==> src/inc/sacc_defs.vh <==
// Constants of the converter conversion control block
// What this block does
// - Resolve each sample to 16 bits, send MSB first on serial data.
// - Per trial from MSB: comparator low sets bit, high clears it.
// - Calibrate after power-up by averaged trials, about 14,000 clock cycles.
// - Reset pin low halts all; its rising edge restarts logic and calibrates.
// - Store one code per upper capacitor; apply it while that bit is high.
// - Range select: floating bipolar, high unipolar, low shutdown.
// - Convert-start low requests; further requests ignored until conversion ends.
// - Three cycles since last end: start next falling edge, end-flag after.
// - Fewer than three: start on fourth falling edge after previous end.
// - State kept while clock stops low; calibration survives shutdown.
// - Serial output driven only while chip-select is low, else released.
// - Read-during-conversion: each decided bit out on falling clock edges.
// - Between conversions MSB shows on chip-select fall; serial clocks shift.
// - After the LSB further serial clocks shift out zeros.
// - Output changes on falling serial clock edges; host samples later.
// - End-flag rises one cycle after start, falls one after end.
// - Serial clock may be fully asynchronous to the conversion clock.
`ifndef SACC_DEFS_VH
`define SACC_DEFS_VH

// ---------------------------------------------------------------
// Sizes and timing counts
// ---------------------------------------------------------------
`define SACC_RES_BITS 16
`define SACC_CAL_CYCLES 14000
`define SACC_ACQ_CYCLES 2'h3
`define SACC_UPPER_CAPS 10
`define SACC_CODE_BITS 8
`define SACC_CAL_AVG 64

// ---------------------------------------------------------------
// Control states
// ---------------------------------------------------------------
`define SACC_ST_HALT 2'h0
`define SACC_ST_CAL 2'h1
`define SACC_ST_IDLE 2'h2
`define SACC_ST_CONVERT_START_N 2'h3

`endif

==> src/hw/sacc_ctrl.v <==
// Conversion control of a 16-bit successive-approximation converter
`timescale 1ns/1ps
`include "sacc_defs.vh"

// ---------------------------------------------------------------
// Three-stage input sampler with agreement filter
// ---------------------------------------------------------------
module sacc_sync3 #(
  parameter INIT = 1'b0
) (
  input wire clk_sys,
  input wire reset,
  input wire din,
  output reg level
);
  reg s1;
  reg s2;
  reg s3;
  always @(posedge clk_sys or posedge reset) begin
    if (reset) begin
      s1 <= INIT;
      s2 <= INIT;
      s3 <= INIT;
      level <= INIT;
    end else begin
      s1 <= din;
      s2 <= s1;
      s3 <= s2;
      if (s2 == s3)
        level <= s3;
    end
  end
endmodule // sacc_sync3

// ---------------------------------------------------------------
// Top of the control block
// ---------------------------------------------------------------
module sacc_ctrl #(
  parameter CAL_CYCLES = `SACC_CAL_CYCLES,
  parameter UPPER = `SACC_UPPER_CAPS,
  parameter CW = `SACC_CODE_BITS,
  parameter AVG = `SACC_CAL_AVG
) (
  input wire clk_sys,
  input wire reset,
  input wire convert_start_n_clk,
  input wire serial_clk,
  input wire convert_start_n,
  input wire chip_select_n,
  input wire adc_reset_n,
  input wire range_sel_high,
  input wire range_sel_low,
  input wire comparator_out,
  output reg eoc,
  output reg dout,
  output reg dout_oe,
  output reg range_unipolar,
  output reg range_bipolar,
  output reg shutdown,
  output reg cal_busy,
  output reg [15:0] dac_trial,
  output reg [UPPER-1:0] cal_dac_en,
  output reg [UPPER*CW-1:0] cal_codes
);
  wire cclk_lvl;
  wire sclk_lvl;
  wire convert_start_n_n_lvl;
  wire cs_n_lvl;
  wire rst_pin_lvl;
  wire rng_hi_lvl;
  wire rng_lo_lvl;
  wire comp_lvl;

  sacc_sync3 #(.INIT(1'b0)) u_cclk (
    .clk_sys(clk_sys),
    .reset(reset),
    .din(convert_start_n_clk),
    .level(cclk_lvl)
  );
  sacc_sync3 #(.INIT(1'b0)) u_sclk (
    .clk_sys(clk_sys),
    .reset(reset),
    .din(serial_clk),
    .level(sclk_lvl)
  );
  sacc_sync3 #(.INIT(1'b1)) u_convert_start_n (
    .clk_sys(clk_sys),
    .reset(reset),
    .din(convert_start_n),
    .level(convert_start_n_n_lvl)
  );
  sacc_sync3 #(.INIT(1'b1)) u_cs (
    .clk_sys(clk_sys),
    .reset(reset),
    .din(chip_select_n),
    .level(cs_n_lvl)
  );
  sacc_sync3 #(.INIT(1'b1)) u_rst (
    .clk_sys(clk_sys),
    .reset(reset),
    .din(adc_reset_n),
    .level(rst_pin_lvl)
  );
  sacc_sync3 #(.INIT(1'b0)) u_rhi (
    .clk_sys(clk_sys),
    .reset(reset),
    .din(range_sel_high),
    .level(rng_hi_lvl)
  );
  sacc_sync3 #(.INIT(1'b0)) u_rlo (
    .clk_sys(clk_sys),
    .reset(reset),
    .din(range_sel_low),
    .level(rng_lo_lvl)
  );
  sacc_sync3 #(.INIT(1'b0)) u_cmp (
    .clk_sys(clk_sys),
    .reset(reset),
    .din(comparator_out),
    .level(comp_lvl)
  );

  // ---------------------------------------------------------------
  // Edge detection on filtered levels
  // ---------------------------------------------------------------
  reg cclk_d;
  reg sclk_d;
  reg cs_n_d;
  reg rst_pin_d;
  wire cf = cclk_d & ~cclk_lvl;
  wire sclk_fall = sclk_d & ~sclk_lvl;
  wire cs_fall = cs_n_d & ~cs_n_lvl;
  wire rst_rise = ~rst_pin_d & rst_pin_lvl;

  always @(posedge clk_sys or posedge reset) begin
    if (reset) begin
      cclk_d <= 1'b0;
      sclk_d <= 1'b0;
      cs_n_d <= 1'b1;
      rst_pin_d <= 1'b1;
    end else begin
      cclk_d <= cclk_lvl;
      sclk_d <= sclk_lvl;
      cs_n_d <= cs_n_lvl;
      rst_pin_d <= rst_pin_lvl;
    end
  end

  // ---------------------------------------------------------------
  // Range and shutdown decode
  // ---------------------------------------------------------------
  always @(posedge clk_sys or posedge reset) begin
    if (reset) begin
      range_unipolar <= 1'b0;
      range_bipolar <= 1'b1;
      shutdown <= 1'b0;
    end else begin
      shutdown <= rng_lo_lvl & ~rng_hi_lvl;
      range_unipolar <= rng_hi_lvl & ~rng_lo_lvl;
      range_bipolar <= ~rng_hi_lvl & ~rng_lo_lvl;
    end
  end

  // ---------------------------------------------------------------
  // Conversion and calibration sequencer
  // ---------------------------------------------------------------
  reg [1:0] state;
  reg [15:0] cal_cnt;
  reg [1:0] acq_cnt;
  reg pend;
  reg [3:0] bit_idx;
  reg [15:0] result;
  reg [15:0] sh;
  reg [3:0] cap_idx;
  reg [3:0] code_idx;
  reg [7:0] trial_cnt;
  reg [7:0] votes;
  reg cal_run;
  wire [7:0] next_votes = votes + {7'h00, ~comp_lvl};
  wire start_ok = pend & (acq_cnt == `SACC_ACQ_CYCLES) & ~shutdown;

  always @(posedge clk_sys or posedge reset) begin
    if (reset) begin
      state <= `SACC_ST_CAL;
      eoc <= 1'b0;
      cal_cnt <= 16'h0000;
      acq_cnt <= 2'h0;
      pend <= 1'b0;
      bit_idx <= 4'h0;
      result <= 16'h0000;
      sh <= 16'h0000;
      dac_trial <= 16'h0000;
      cal_codes <= {(UPPER*CW){1'b0}};
      cap_idx <= 4'h0;
      code_idx <= CW[3:0] - 4'h1;
      trial_cnt <= 8'h00;
      votes <= 8'h00;
      cal_run <= 1'b1;
      dout <= 1'b0;
    end else if (!rst_pin_lvl) begin
      state <= `SACC_ST_HALT;
      eoc <= 1'b0;
      pend <= 1'b0;
      dac_trial <= 16'h0000;
    end else if (rst_rise || state == `SACC_ST_HALT) begin
      state <= `SACC_ST_CAL;
      cal_cnt <= 16'h0000;
      acq_cnt <= 2'h0;
      pend <= 1'b0;
      cal_codes <= {(UPPER*CW){1'b0}};
      cap_idx <= 4'h0;
      code_idx <= CW[3:0] - 4'h1;
      trial_cnt <= 8'h00;
      votes <= 8'h00;
      cal_run <= 1'b1;
    end else begin
      // Serial readout between conversions
      if (state != `SACC_ST_CONVERT_START_N) begin
        if (cs_fall)
          sh <= result;
        else if (sclk_fall && !cs_n_lvl)
          sh <= {sh[14:0], 1'b0};
        // Last decided bit stands until the end-flag falls
        if (!eoc)
          dout <= sh[15];
      end
      // Requests are only latched once idle with end-flag low
      if (shutdown)
        pend <= 1'b0;
      else if (state == `SACC_ST_IDLE && !eoc && !convert_start_n_n_lvl)
        pend <= 1'b1;
      // No falling edge, no progress: a clock stopped low holds the sequencer; readout and request latching go on
      if (cf) begin
        eoc <= (state == `SACC_ST_CAL) || (state == `SACC_ST_CONVERT_START_N);
        case (state)
          `SACC_ST_CAL: begin
            cal_cnt <= cal_cnt + 16'h0001;
            if (cal_run) begin
              // Averaged trial of one code bit of one upper capacitor
              dac_trial <= 16'h8000 >> cap_idx;
              cal_codes[cap_idx*CW + code_idx] <= 1'b1;
              if (trial_cnt == AVG[7:0] - 8'h01) begin
                trial_cnt <= 8'h00;
                votes <= 8'h00;
                cal_codes[cap_idx*CW + code_idx] <=
                  (next_votes > (AVG[7:0] >> 1));
                if (code_idx != 4'h0) begin
                  code_idx <= code_idx - 4'h1;
                end else begin
                  code_idx <= CW[3:0] - 4'h1;
                  if (cap_idx == UPPER[3:0] - 4'h1)
                    cal_run <= 1'b0;
                  else
                    cap_idx <= cap_idx + 4'h1;
                end
              end else begin
                trial_cnt <= trial_cnt + 8'h01;
                votes <= next_votes;
              end
            end else begin
              dac_trial <= 16'h0000;
            end
            if (cal_cnt == CAL_CYCLES[15:0] - 16'h0001) begin
              state <= `SACC_ST_IDLE;
              acq_cnt <= 2'h0;
              dac_trial <= 16'h0000;
            end
          end
          `SACC_ST_IDLE: begin
            if (start_ok || (!convert_start_n_n_lvl && !eoc && !shutdown &&
                acq_cnt == `SACC_ACQ_CYCLES)) begin
              state <= `SACC_ST_CONVERT_START_N;
              pend <= 1'b0;
              bit_idx <= 4'hf;
              dac_trial <= 16'h8000;
            end else if (acq_cnt != `SACC_ACQ_CYCLES) begin
              acq_cnt <= acq_cnt + 2'h1;
            end
          end
          `SACC_ST_CONVERT_START_N: begin
            dac_trial[bit_idx] <= ~comp_lvl;
            result[bit_idx] <= ~comp_lvl;
            dout <= ~comp_lvl;
            if (bit_idx != 4'h0) begin
              dac_trial[bit_idx - 4'h1] <= 1'b1;
              bit_idx <= bit_idx - 4'h1;
            end else begin
              state <= `SACC_ST_IDLE;
              acq_cnt <= 2'h0;
              pend <= 1'b0;
              sh <= {result[15:1], ~comp_lvl};
            end
          end
          default: state <= `SACC_ST_IDLE;
        endcase
      end
    end
  end

  // ---------------------------------------------------------------
  // Output drive and correction enables
  // ---------------------------------------------------------------
  always @(posedge clk_sys or posedge reset) begin
    if (reset) begin
      dout_oe <= 1'b0;
      cal_dac_en <= {UPPER{1'b0}};
      cal_busy <= 1'b1;
    end else begin
      dout_oe <= ~cs_n_lvl;
      cal_dac_en <= dac_trial[15 -: UPPER];
      cal_busy <= (state == `SACC_ST_CAL);
    end
  end
endmodule // sacc_ctrl

==> config.mk <==
export PLATFORM = sky130hd
export DESIGN_NAME = sacc_ctrl
export DESIGN_NICKNAME = d
export VERILOG_FILES = /design/src/hw/sacc_ctrl.v
export VERILOG_INCLUDE_DIRS = /design/src /design/src/inc
export SDC_FILE = /design/constraint.sdc
export NUM_CORES = 1
export LEC_CHECK = 0
export CORE_ASPECT_RATIO = 1.25
export CORE_MARGIN = 2
export CORE_UTILIZATION = 64
export DETAILED_ROUTE_END_ITERATION = 8
export DONT_BUFFER_PORTS = 1
export HOLD_SLACK_MARGIN = 0.06
export PLACE_DENSITY = 0.83
export SYNTH_ARGS = -nofsm -noshare
export SYNTH_HDL_FRONTEND = slang
export SYNTH_SLANG_ARGS = --single-unit
==> constraint.sdc <==
create_clock -name clk_sys -period 10.7 [get_ports clk_sys]
set_input_delay 2.14 -clock clk_sys [delete_from_list [all_inputs] [get_ports clk_sys]]
set_output_delay 2.14 -clock clk_sys [all_outputs]
set_load 0.005 [all_outputs]
* Yosys cells after proc, flatten, opt, wreduce, memory -nomap -nowiden *
Cells that the tools add are included.

storage, ports and cells
  register bits = 231
  memories = 0
  latch bits = 0
  input port bits = 10
  ROM bits = 0
  bits in writable memories = 0
  output and inout bits = 113

cells by class
  shift operators = 1
  multiplexer cells = 93
  magnitude comparators = 7
  reductions and logical operators = 36
  bitwise operators = 20
  div/mod/pow operators = 0
  equality and inequality tests = 33
  add/subtract/negate cells = 8
  multipliers = 0

operators with widths
  cell                                                                  number
  80-bit 2-to-1 mux                                                     5
  16-bit 2-to-1 mux                                                     16
  80-bit bitwise mux                                                    1
  8-bit 2-to-1 mux                                                      10
  80-bit bitwise OR                                                     1
  4-bit 2-to-1 mux                                                      15
  16-bit one-hot mux with 3 select lines                                1
  16-bit bitwise mux                                                    2
  1-bit 2-to-1 mux                                                      24
  2-bit 2-to-1 mux                                                      12
  16-bit by 1-bit adder with 16-bit output, second input constant       1
  16-bit by 14-bit == test with 1-bit output, second input constant     1
  4-bit inequality test, second input constant                          4
  16-bit bitwise OR                                                     1
  4-bit AND reduction                                                   4
  16-bit by 4-bit >> shifter with 16-bit output, first input constant   1
  3-bit inequality test, second input constant                          5
  7-bit AND reduction                                                   2
  2-bit inequality test, second input constant                          6
  2-bit one-hot mux with 3 select lines                                 2
  4-bit nonzero test                                                    3
  4-bit by 5-bit < comparator with 1-bit output, second input constant  2
  2-bit nonzero test                                                    5
  1-bit bitwise AND                                                     9
  other kinds (30)                                                      65

* Logic depth before layout (Yosys ltp) *
Gate-level depths: netlist of the first run.

  depth after elaboration = 12
  gate-level depth with buffers = 10
  depth with buffers taken out = 8

* Modules after synthesis *
Synthesis of the first run repeated with hierarchy kept, for this count alone.

second synthesis, totals
  cells, all modules = 1179
  area total of the unflattened synthesis = 11353.4 µm²

modules (own cells, without submodules)
  module                               area each (µm²)  cells each  seq. area each (µm²)  times used
  sacc_ctrl                            10417.5          1131        4991.0                1
  sacc_sync3 at u_cclk ...             115.1            6           100.1                 5
  sacc_sync3 at u_convert_start_n ...  120.1            6           105.1                 3

* Worst setup path after synthesis of the first run *
No wires, ideal clock.

  path type = reg-to-output
  from = register cal_busy
  to = output cal_busy
  arrival time = 501 ps
  data required time = 8560 ps
  slack = 8059 ps
  path buffers = 0
  stages on the path, launching flop included = 1
  path through = dfstp_2

RTL lines
  what                    line             RTL
  start, declared         sacc_ctrl.v:60   output reg cal_busy,
  start signal, assigned  sacc_ctrl.v:311  cal_busy <= (state == `SACC_ST_CAL);

No word-level cell between the ends.

* Worst setup path after layout of the first run *
  from = register u_cclk.level
  to = register cal_codes[67]

between the ends
  cells in the longest elaborated chain, start to end = 4

ends and longest elaborated chain
  what                                  line             RTL
  start, declared                       sacc_ctrl.v:14   output reg level
  start signal, assigned                sacc_ctrl.v:24   level <= INIT;
  start signal, assigned                sacc_ctrl.v:30   level <= s3;
  1-bit inverter                        sacc_ctrl.v:130  wire cf = cclk_d & ~cclk_lvl;
  1-bit bitwise AND                     sacc_ctrl.v:130
  2-bit nonzero test (no source line)   -
  4-bit AND reduction (no source line)  -
  end signal, assigned                  sacc_ctrl.v:193  cal_codes <= {(UPPER*CW){1'b0}};
  end signal, assigned                  sacc_ctrl.v:210  cal_codes <= {(UPPER*CW){1'b0}};
  end signal, assigned by index         sacc_ctrl.v:245  cal_codes[cap_idx*CW + code_idx] <=
  end, declared                         sacc_ctrl.v:63   output reg [UPPER*CW-1:0] cal_codes

Every way passes these cells.
A chain may end at the register's enable or synchronous reset.

==> results by group, run 1 <==
Clock network
  – CTS H-tree depth: 1
  – Worst-skew pair later-pin latency: 0.52 ns
  – Cts bufs inserted: 23
  – Clock Tree Buf Depth: 3
  – CTS tree: done
  – CTS root buf: clkbuf_16
  – PostCTS Resize Cnt: 0
  – Number of post-CTS setup repair buffers: 0
  – Clk pin slew, worst setup/hold paths: about 0.060 ns
  – Clock sink count: between 200 and 250
  – Hold buffers post-CTS: 0

Layout
  – ANT cells: 0
  – Final Util: between 60 and 70%
  – Layout Nets: about 1100
  – Area growth from synthesis to layout: 6.76%
  – Fillers: ~1200
  – Share of layout cells above drive strength 1: roughly 7.5%

Worst setup path
  – Critical-path cell list: nor2b_1 > nand4_2 > a311oi_1 > o21ai_0 > o31ai_1
  – Buffers and inverters on the worst path: 0
  – Worst Setup End Kind: flip-flop
  – Slowest-stage cell, CP: a311oi_1
  – Crit-path leading delay family: compound AO/OA/AOI/OAI gates
  – Largest fanout on the critical path: 26
  – Worst Path Arrival: 3.72 ns
  – Startpoint types: flip-flop
  – Critical Path RT: approximately 11 ns
  – Setup CP Type: flip-flop to flip-flop
  – Critical Path Max Stage Delay: 1.05 ns

Detailed routing
  – Number of routed nets with antenna violations: 0
  – Vias per cell: between 6 and 7
  – Wire per inst: ~21 µm
  – Via count of the routed design: 8495
  – # DRC: 0
  – Drt pass-1 iters: 5
  – Final wirelength: between 20000 and 30000 µm
  – Iter 0 DRT Violations: slightly above 700

Floorplanning
  – Die W: approximately 120 µm
  – Die ar.: about 18000 µm²
  – Core ar.: approximately 17000 µm²
  – IO Pins: 123
  – Die Y: about 150 µm
  – Initial cell density of the core: 64.6%
  – Site Rows: 53

Flow run
  – MaxCap Viol Count: 0

Synthesis
  – Post-synth EDFFs: 0
  – Seq/Total Area, Yosys: about 54%
  – Top-count cell post-synth: dfrtp_1
  – Post-synth top area share: 48.8%
  – Synth Flop Type: dfrtp_1
  – Adder-Cell Fraction of Synth Area: 3.30%
  – Cell taking the most area after synthesis: dfrtp_1
  – Post-synthesis cell count: ~1100
  – FFs w/ async S/R, synth: between 90% and 100%
  – Largest family of logic cells by synthesized area: compound AO/OA/AOI/OAI gates
  – Post-synthesis simple-gate area fraction: 14.0%
  – Syn_nets: about 1100
  – Unique masters post-synth: 71
  – Mapped Area: roughly 11000 µm²
  – Synth Warn #: 0
  – Flops & latches, synth: between 200 and 250
  – Commonest cells post-synth: dfrtp_1, o21ai_0, nand2_1
  – Mux share of post-synthesis cell area: less than 1%
  – Avg Cell Area, Syn: about 10 µm²
  – XOR/XNOR Fraction of Synth Area: 1.71%
  – Synth area leaders: dfrtp_1, o31ai_1, o21ai_0
  – Post-synthesis compound-gate area fraction: between 20% and 30%

Placement
  – DP HPWL: 17700 µm
  – Port Buf Inserts: 0
  – RD Place Congestion: 0.932

Power and ir drop
  – Total power draw: approximately 0.0019 W
  – Leakage Power: around 4.8 nW
  – P per Cell Area: 169 nW/µm²
  – Max rail drop VDD: 0.127 mV

STA
  – RSZ-0062 raised after global routing: no
  – Hold Fails Final Rpt: 0
  – Setup violators final: 0
  – Slew Viols, Final: 0
  – Max_slew headroom: 27.1%
  – Fmax: slightly above 0.3 GHz
  – Fin Setup TNS: 0 ns
  – Final Cycle Share: around 31%
  – Tightest Pin Transition: around 1.1 ns
  – Worst Clk Skew: around 0.025 ns
  – Minimum clock period: between 3 and 4 ns

GRT
  – First-pass GRT wire length: between 40000 and 50000 µm
  – Initial antenna violation count: 0
  – GRT Util Overall: 29.7%
  – Vias in the first global route: between 8000 and 9000
  – Total grt overflow: 0
  – Pin count of the biggest net entering global routing: 114

Run status
  – Outcome: completed

Hold path
  – Hold crit path type: flip-flop to flip-flop
-- path summary, 6_finish.rpt --
path                                     startpoint                         to  slack (ns)  cells past startpoint
setup / recovery           u_cclk.level$_DFFE_PP0N_  cal_codes[67]$_DFFE_PP0P_        7.39                      5
max in group asynchronous                     reset         u_rhi.s1$_DFF_PP0_        7.78                      2
min in group asynchronous                     reset  cal_codes[18]$_DFFE_PP0P_        1.59                      1
hold / removal                   u_rlo.s1$_DFF_PP0_         u_rlo.s2$_DFF_PP0_        0.34                      0
hold reg to reg                  u_rlo.s1$_DFF_PP0_         u_rlo.s2$_DFF_PP0_        0.34                      0
setup reg to reg           u_cclk.level$_DFFE_PP0N_  cal_codes[67]$_DFFE_PP0P_        7.39                      5
-- per-stage QoR --
step	instances	instance area (µm²)	hold WS, ns	worst slack [ns]
3_5_place_dp	1222	10800	0.335	7.21
4_1_cts	1260	11500	0.343	7.45
2_1_floorplan	1057	10800	0.331	2.26
6_report	1260	11500	0.343	7.39
5_1_grt	1260	11500	0.357	7.07
3_3_place_gp	1222	10800	0.333	7.24
-- per-layer routing --
layer,track usage [%],vias up,routed length [µm],share of wire [%]
met5,0,-,0,0
met4,10.7,0,711,2.7
met3,6.35,61,2140,8.1
met2,50.9,372,13500,51
met1,37.2,4187,10200,39
li1,-,3875,-,-
-- report_power, final --
part | internal, W | total, W | switching (W) | leakage [nW]
Clock | 0.000438 | 0.000770 | 0.000332 | 0.353
Combinational | 0.0000515 | 0.000223 | 0.000171 | 1.39
Sequential | 0.000911 | 0.000945 | 0.0000342 | 3.08
Total | 0.00140 | 0.00194 | 0.000538 | 4.82
-- logic make-up (layout without fill, tap and decap cells) --
logic type,Yosys count,in the layout
AO/OA/AOI/OAI,390,390
AND/OR/NAND/NOR,304,304
flip-flops,231,231
buffers and inverters,77,60
adder cells (fa/ha/maj),30,30
XOR/XNOR,21,21
multiplexers,4,4
-- final cells by class --
| class | instances | area (µm²) | area share, % |
|---|---|---|---|
| Clock buffer | 29 | 628 | 5.47 |
| Sequential cell | 231 | 5810 | 50.5 |
| Clock inverter | 9 | 76.3 | 0.664 |
| Tap cell | 220 | 275 | 2.40 |
| Inverter | 17 | 71.3 | 0.621 |
| Multi-Input combinational cell | 749 | 4590 | 40.0 |
| Timing Repair Buffer | 5 | 37.5 | 0.327 |
-- worst reg2reg max path: stages, from the launching register on --
cell,delay [ns]
dfrtp_1,0.43
nor2b_1,0.66
nand4_2,0.69
a311oi_1,1.06
o21ai_0,0.22
o31ai_1,0.14
-- flip-flops by register name (all words and copies together), names as in the netlist, 8 cells and up --
name and count:
cal_codes 80, trial_cnt 8, dac_trial 16, votes 8, cal_cnt 16, cal_dac_en 10
sh 16, result 16
-- cells in the final DEF (no fill, tap or decap), types with 4 or more instances in the layout --
cell type / instances
o211ai_1: 6
or3_1: 7
a22oi_1: 11
nor4_1: 4
nor3_1: 32
o2111ai_1: 6
dfstp_2: 21
a311oi_1: 4
o21ai_0: 116
and4_1: 5
o22ai_1: 7
nor2b_1: 13
and2_1: 12
clkbuf_16: 23
dfrtp_1: 210
clkinv_2: 5
a31oi_1: 32
buf_4: 5
nor2_1: 73
nand2_1: 88
nand3b_1: 6
ha_1: 22
xnor2_1: 9
a22o_1: 4
nand4_1: 10
nand3_1: 16
xor2_1: 12
a21o_1: 4
o31ai_1: 87
a211oi_1: 9
a21oi_1: 57
and3_1: 8
o21ai_1: 13
nor4b_1: 4
nand2b_1: 10
inv_1: 16
a221o_1: 7
maj3_1: 8
No activity file was read; power rests on OpenSTA's default activity.
==> run 2: changes to the inputs <==
Settings changed: CORE_UTILIZATION 64 to 57, PLACE_DENSITY 0.83 to 0.78.
Clock period 10.7 ns to 2.7 ns, I/O delays scaled along.
==> run 2 against run 1 <==
Combinational power grew to 4.5 times the previous value. Sequential cell count unchanged. Clock-buffer cell count is 4 higher. Highest routed layer unchanged. Worst setup slack lost 7.2 ns. Utilization is 4.2 points lower. Cell count increased by 5.3%. Die area rose by 12%. Global-route usage fell by 1.9 points. Clock power grew to 4.2 times the previous value. Sequential power rose to 3.9 times the previous value.
==> results by group, run 2 (synthesized netlist as in run 1, its figures left out) <==
Run status
  – Outcome: completed

Detailed routing
  – Number of routed nets with antenna violations: 0 (unchanged)
  – Drt pass-1 iters: 5 (unchanged)
  – Iter 0 DRT Violations: 718 (+2.0%)
  – Wire per inst: 21.0 µm (-0.34%)
  – Final wirelength: 27900 µm (+5.0%)
  – # DRC: 0 (unchanged)
  – Via count of the routed design: 8712 (+2.6%)
  – Vias per cell: 6.57 (-2.6%)

STA
  – Slew Viols, Final: 0 (unchanged)
  – Fmax: 0.398 GHz (+32%)
  – Minimum clock period: 2.51 ns (-0.796 ns)
  – Setup violators final: 0 (unchanged)
  – Worst Clk Skew: 0.0112 ns (-0.0140 ns)
  – Final Cycle Share: 93.1% (+62 points)
  – Tightest Pin Transition: 0.967 ns (-0.120 ns)
  – Max_slew headroom: 35.1% (+8.0 points)
  – Hold Fails Final Rpt: 0 (unchanged)

Layout
  – Final Util: 64.8% (-4.2 points)
  – Share of layout cells above drive strength 1: 12.3% (+4.8 points)
  – Layout Nets: 1112 (+5.0%)
  – Final std cells w/o fill: 1327 (+5.3%)
  – Area growth from synthesis to layout: 12.3%
  – ANT cells: 0 (unchanged)
  – Max reg flops: 80 (unchanged)
  – Most flops, register: cal_codes
  – Finished Cell Area: 12100 µm² (+5.2%)
  – Fillers: 1446 (+18%)
  – Commonest non-fill, non-tap cell in the layout: dfrtp_1
  – Area taken by multi-input logic gates: 4650 µm² (+1.3%)
  – Register area: 5810 µm² (unchanged)
  – Most frequent cells in the layout: dfrtp_1, o21ai_0, nand2_1

Clock network
  – Cts bufs inserted: 23 (unchanged)
  – Clock sink count: 231 (unchanged)
  – CTS H-tree depth: 1 (unchanged)
  – CTS tree: done
  – Worst-skew pair later-pin latency: 0.51 ns (about the same)
  – CTS root buf: clkbuf_16
  – Clock Tree Buf Depth: 3 (unchanged)
  – Clk pin slew, worst setup/hold paths: 0.07 ns (about the same)

GRT
  – GRT Util Overall: 27.8% (-1.9 points)
  – First-pass GRT wire length: 45400 µm (+5.6%)
  – Initial antenna violation count: 0 (unchanged)
  – Pin count of the biggest net entering global routing: 54 (-53%)
  – Total grt overflow: 0 (unchanged)
  – Vias in the first global route: 8842 (+6.4%)

Worst setup path
  – Worst Path Arrival: 2.90 ns (-0.82 ns)
  – Worst Setup End Kind: flip-flop
  – Crit path launch: cap_idx[0]$_DFFE_PP0P_
  – Largest fanout on the critical path: 10 (-62%)
  – FF-to-FF Start: cap_idx[0]$_DFFE_PP0P_
  – Startpoint types: flip-flop
  – Setup CP Type: flip-flop to flip-flop
  – Critical Path RT: 3.09 ns (-8.02 ns)

Floorplanning
  – Site Rows: 56 (+5.7%)
  – Initial cell density of the core: 57.7% (-6.9 points)
  – IO Pins: 123 (unchanged)
  – Die W: 127 µm (+5.8%)
  – Core ar.: 18600 µm² (+12%)
  – Die Y: 158 µm (+5.8%)
  – Die ar.: 20000 µm² (+12%)

Placement
  – RD Place Congestion: 0.943 (+1.2%)
  – Port Buf Inserts: 0 (unchanged)
  – DP Area: 11200 µm² (+3.7%)
  – DP HPWL: 19000 µm (+7.2%)
  – Placed cells: 1278 (+4.6%)

Hold path
  – Hold_sp: u_cclk.s1$_DFF_PP0_
  – Hold crit path type: flip-flop to flip-flop

Power and ir drop
  – Total power draw: 0.00796 W (+310%)
  – P per Cell Area: 658 nW/µm² (+290%)
  – Max rail drop VDD: 0.467 mV (+270%)
  – Leakage Power: 5.12 nW (+6.2%)

Flow run
  – MaxCap Viol Count: 0 (unchanged)
## run 2: cell types whose count changed in the layout (fill, tap and decap cells not counted), sizes merged
cell         previous run  this run
buf                     5        49
dlygate4sd3             0         9
clkbuf                 29        33
inv                    19        16
clkinv                  6         4
clkinvlp                0         2
bufinv                  1         2
## run 2: cell type report
cell class / count / area share (%)
Clock inverter: 7 / 0.725
Clock buffer: 33 / 5.49
Sequential cell: 231 / 48.0
Tap cell: 232 / 2.40
Multi-Input combinational cell: 749 / 38.5
Inverter: 17 / 0.559
Timing Repair Buffer: 58 / 4.31
## run 2: through the flow
stage / hold slack (ns) / TNS (ns) / worst slack [ns]
2_1_floorplan: 0.331 / -178.74 / -0.845
3_3_place_gp: 0.333 / 0 / 0.0647
3_5_place_dp: 0.335 / 0 / 0.0298
4_1_cts: 0.350 / 0 / 0.0475
5_1_grt: 0.352 / -0.0258 / -0.0153
6_report: 0.344 / 0 / 0.186
## run 2: worst paths after layout
check / end / slack (ns) / cells after the start
worst min-delay path: u_cclk.s2$_DFF_PP0_ / 0.34 / 0
max in group asynchronous: trial_cnt[2]$_DFFE_PP0P_ / 1.31 / 3
worst max-delay path: cal_codes[9]$_DFFE_PP0P_ / 0.19 / 7
worst max register to register: cal_codes[9]$_DFFE_PP0P_ / 0.19 / 7
worst min register to register: u_cclk.s2$_DFF_PP0_ / 0.34 / 0
min in group asynchronous: votes[3]$_DFFE_PP0P_ / 0.65 / 2
## run 2: metal layers
layer	GRT usage, %	wire length (µm)	vias to the layer above
met1	34.5	10900	4299
li1	-	-	3975
met5	0	0	-
met3	6.66	2170	91
met4	11.9	1110	0
met2	46.9	13700	347
## run 2: worst max-delay path, cell delays in order, from the launching register on
cell     delay, ns
dfrtp_1       0.43
ha_1          0.26
ha_1          0.26
and3_1        0.25
nor4_1        0.37
o21ai_1       0.39
o21ai_0       0.32
o31ai_1       0.11
## run 2: repair_timing
item,4_1_cts,5_1_grt
gates resized for setup,0,12
hold endpoints to repair,12,0
hold buffers,9,0
buffers inserted,0,0
setup endpoints to repair,0,76
## run 2: where the power goes
part | switching (W) | internal [W] | total [W]
Combinational | 0.000724 | 0.000285 | 0.00101
Sequential | 0.000117 | 0.00361 | 0.00373
Clock | 0.00133 | 0.00189 | 0.00322
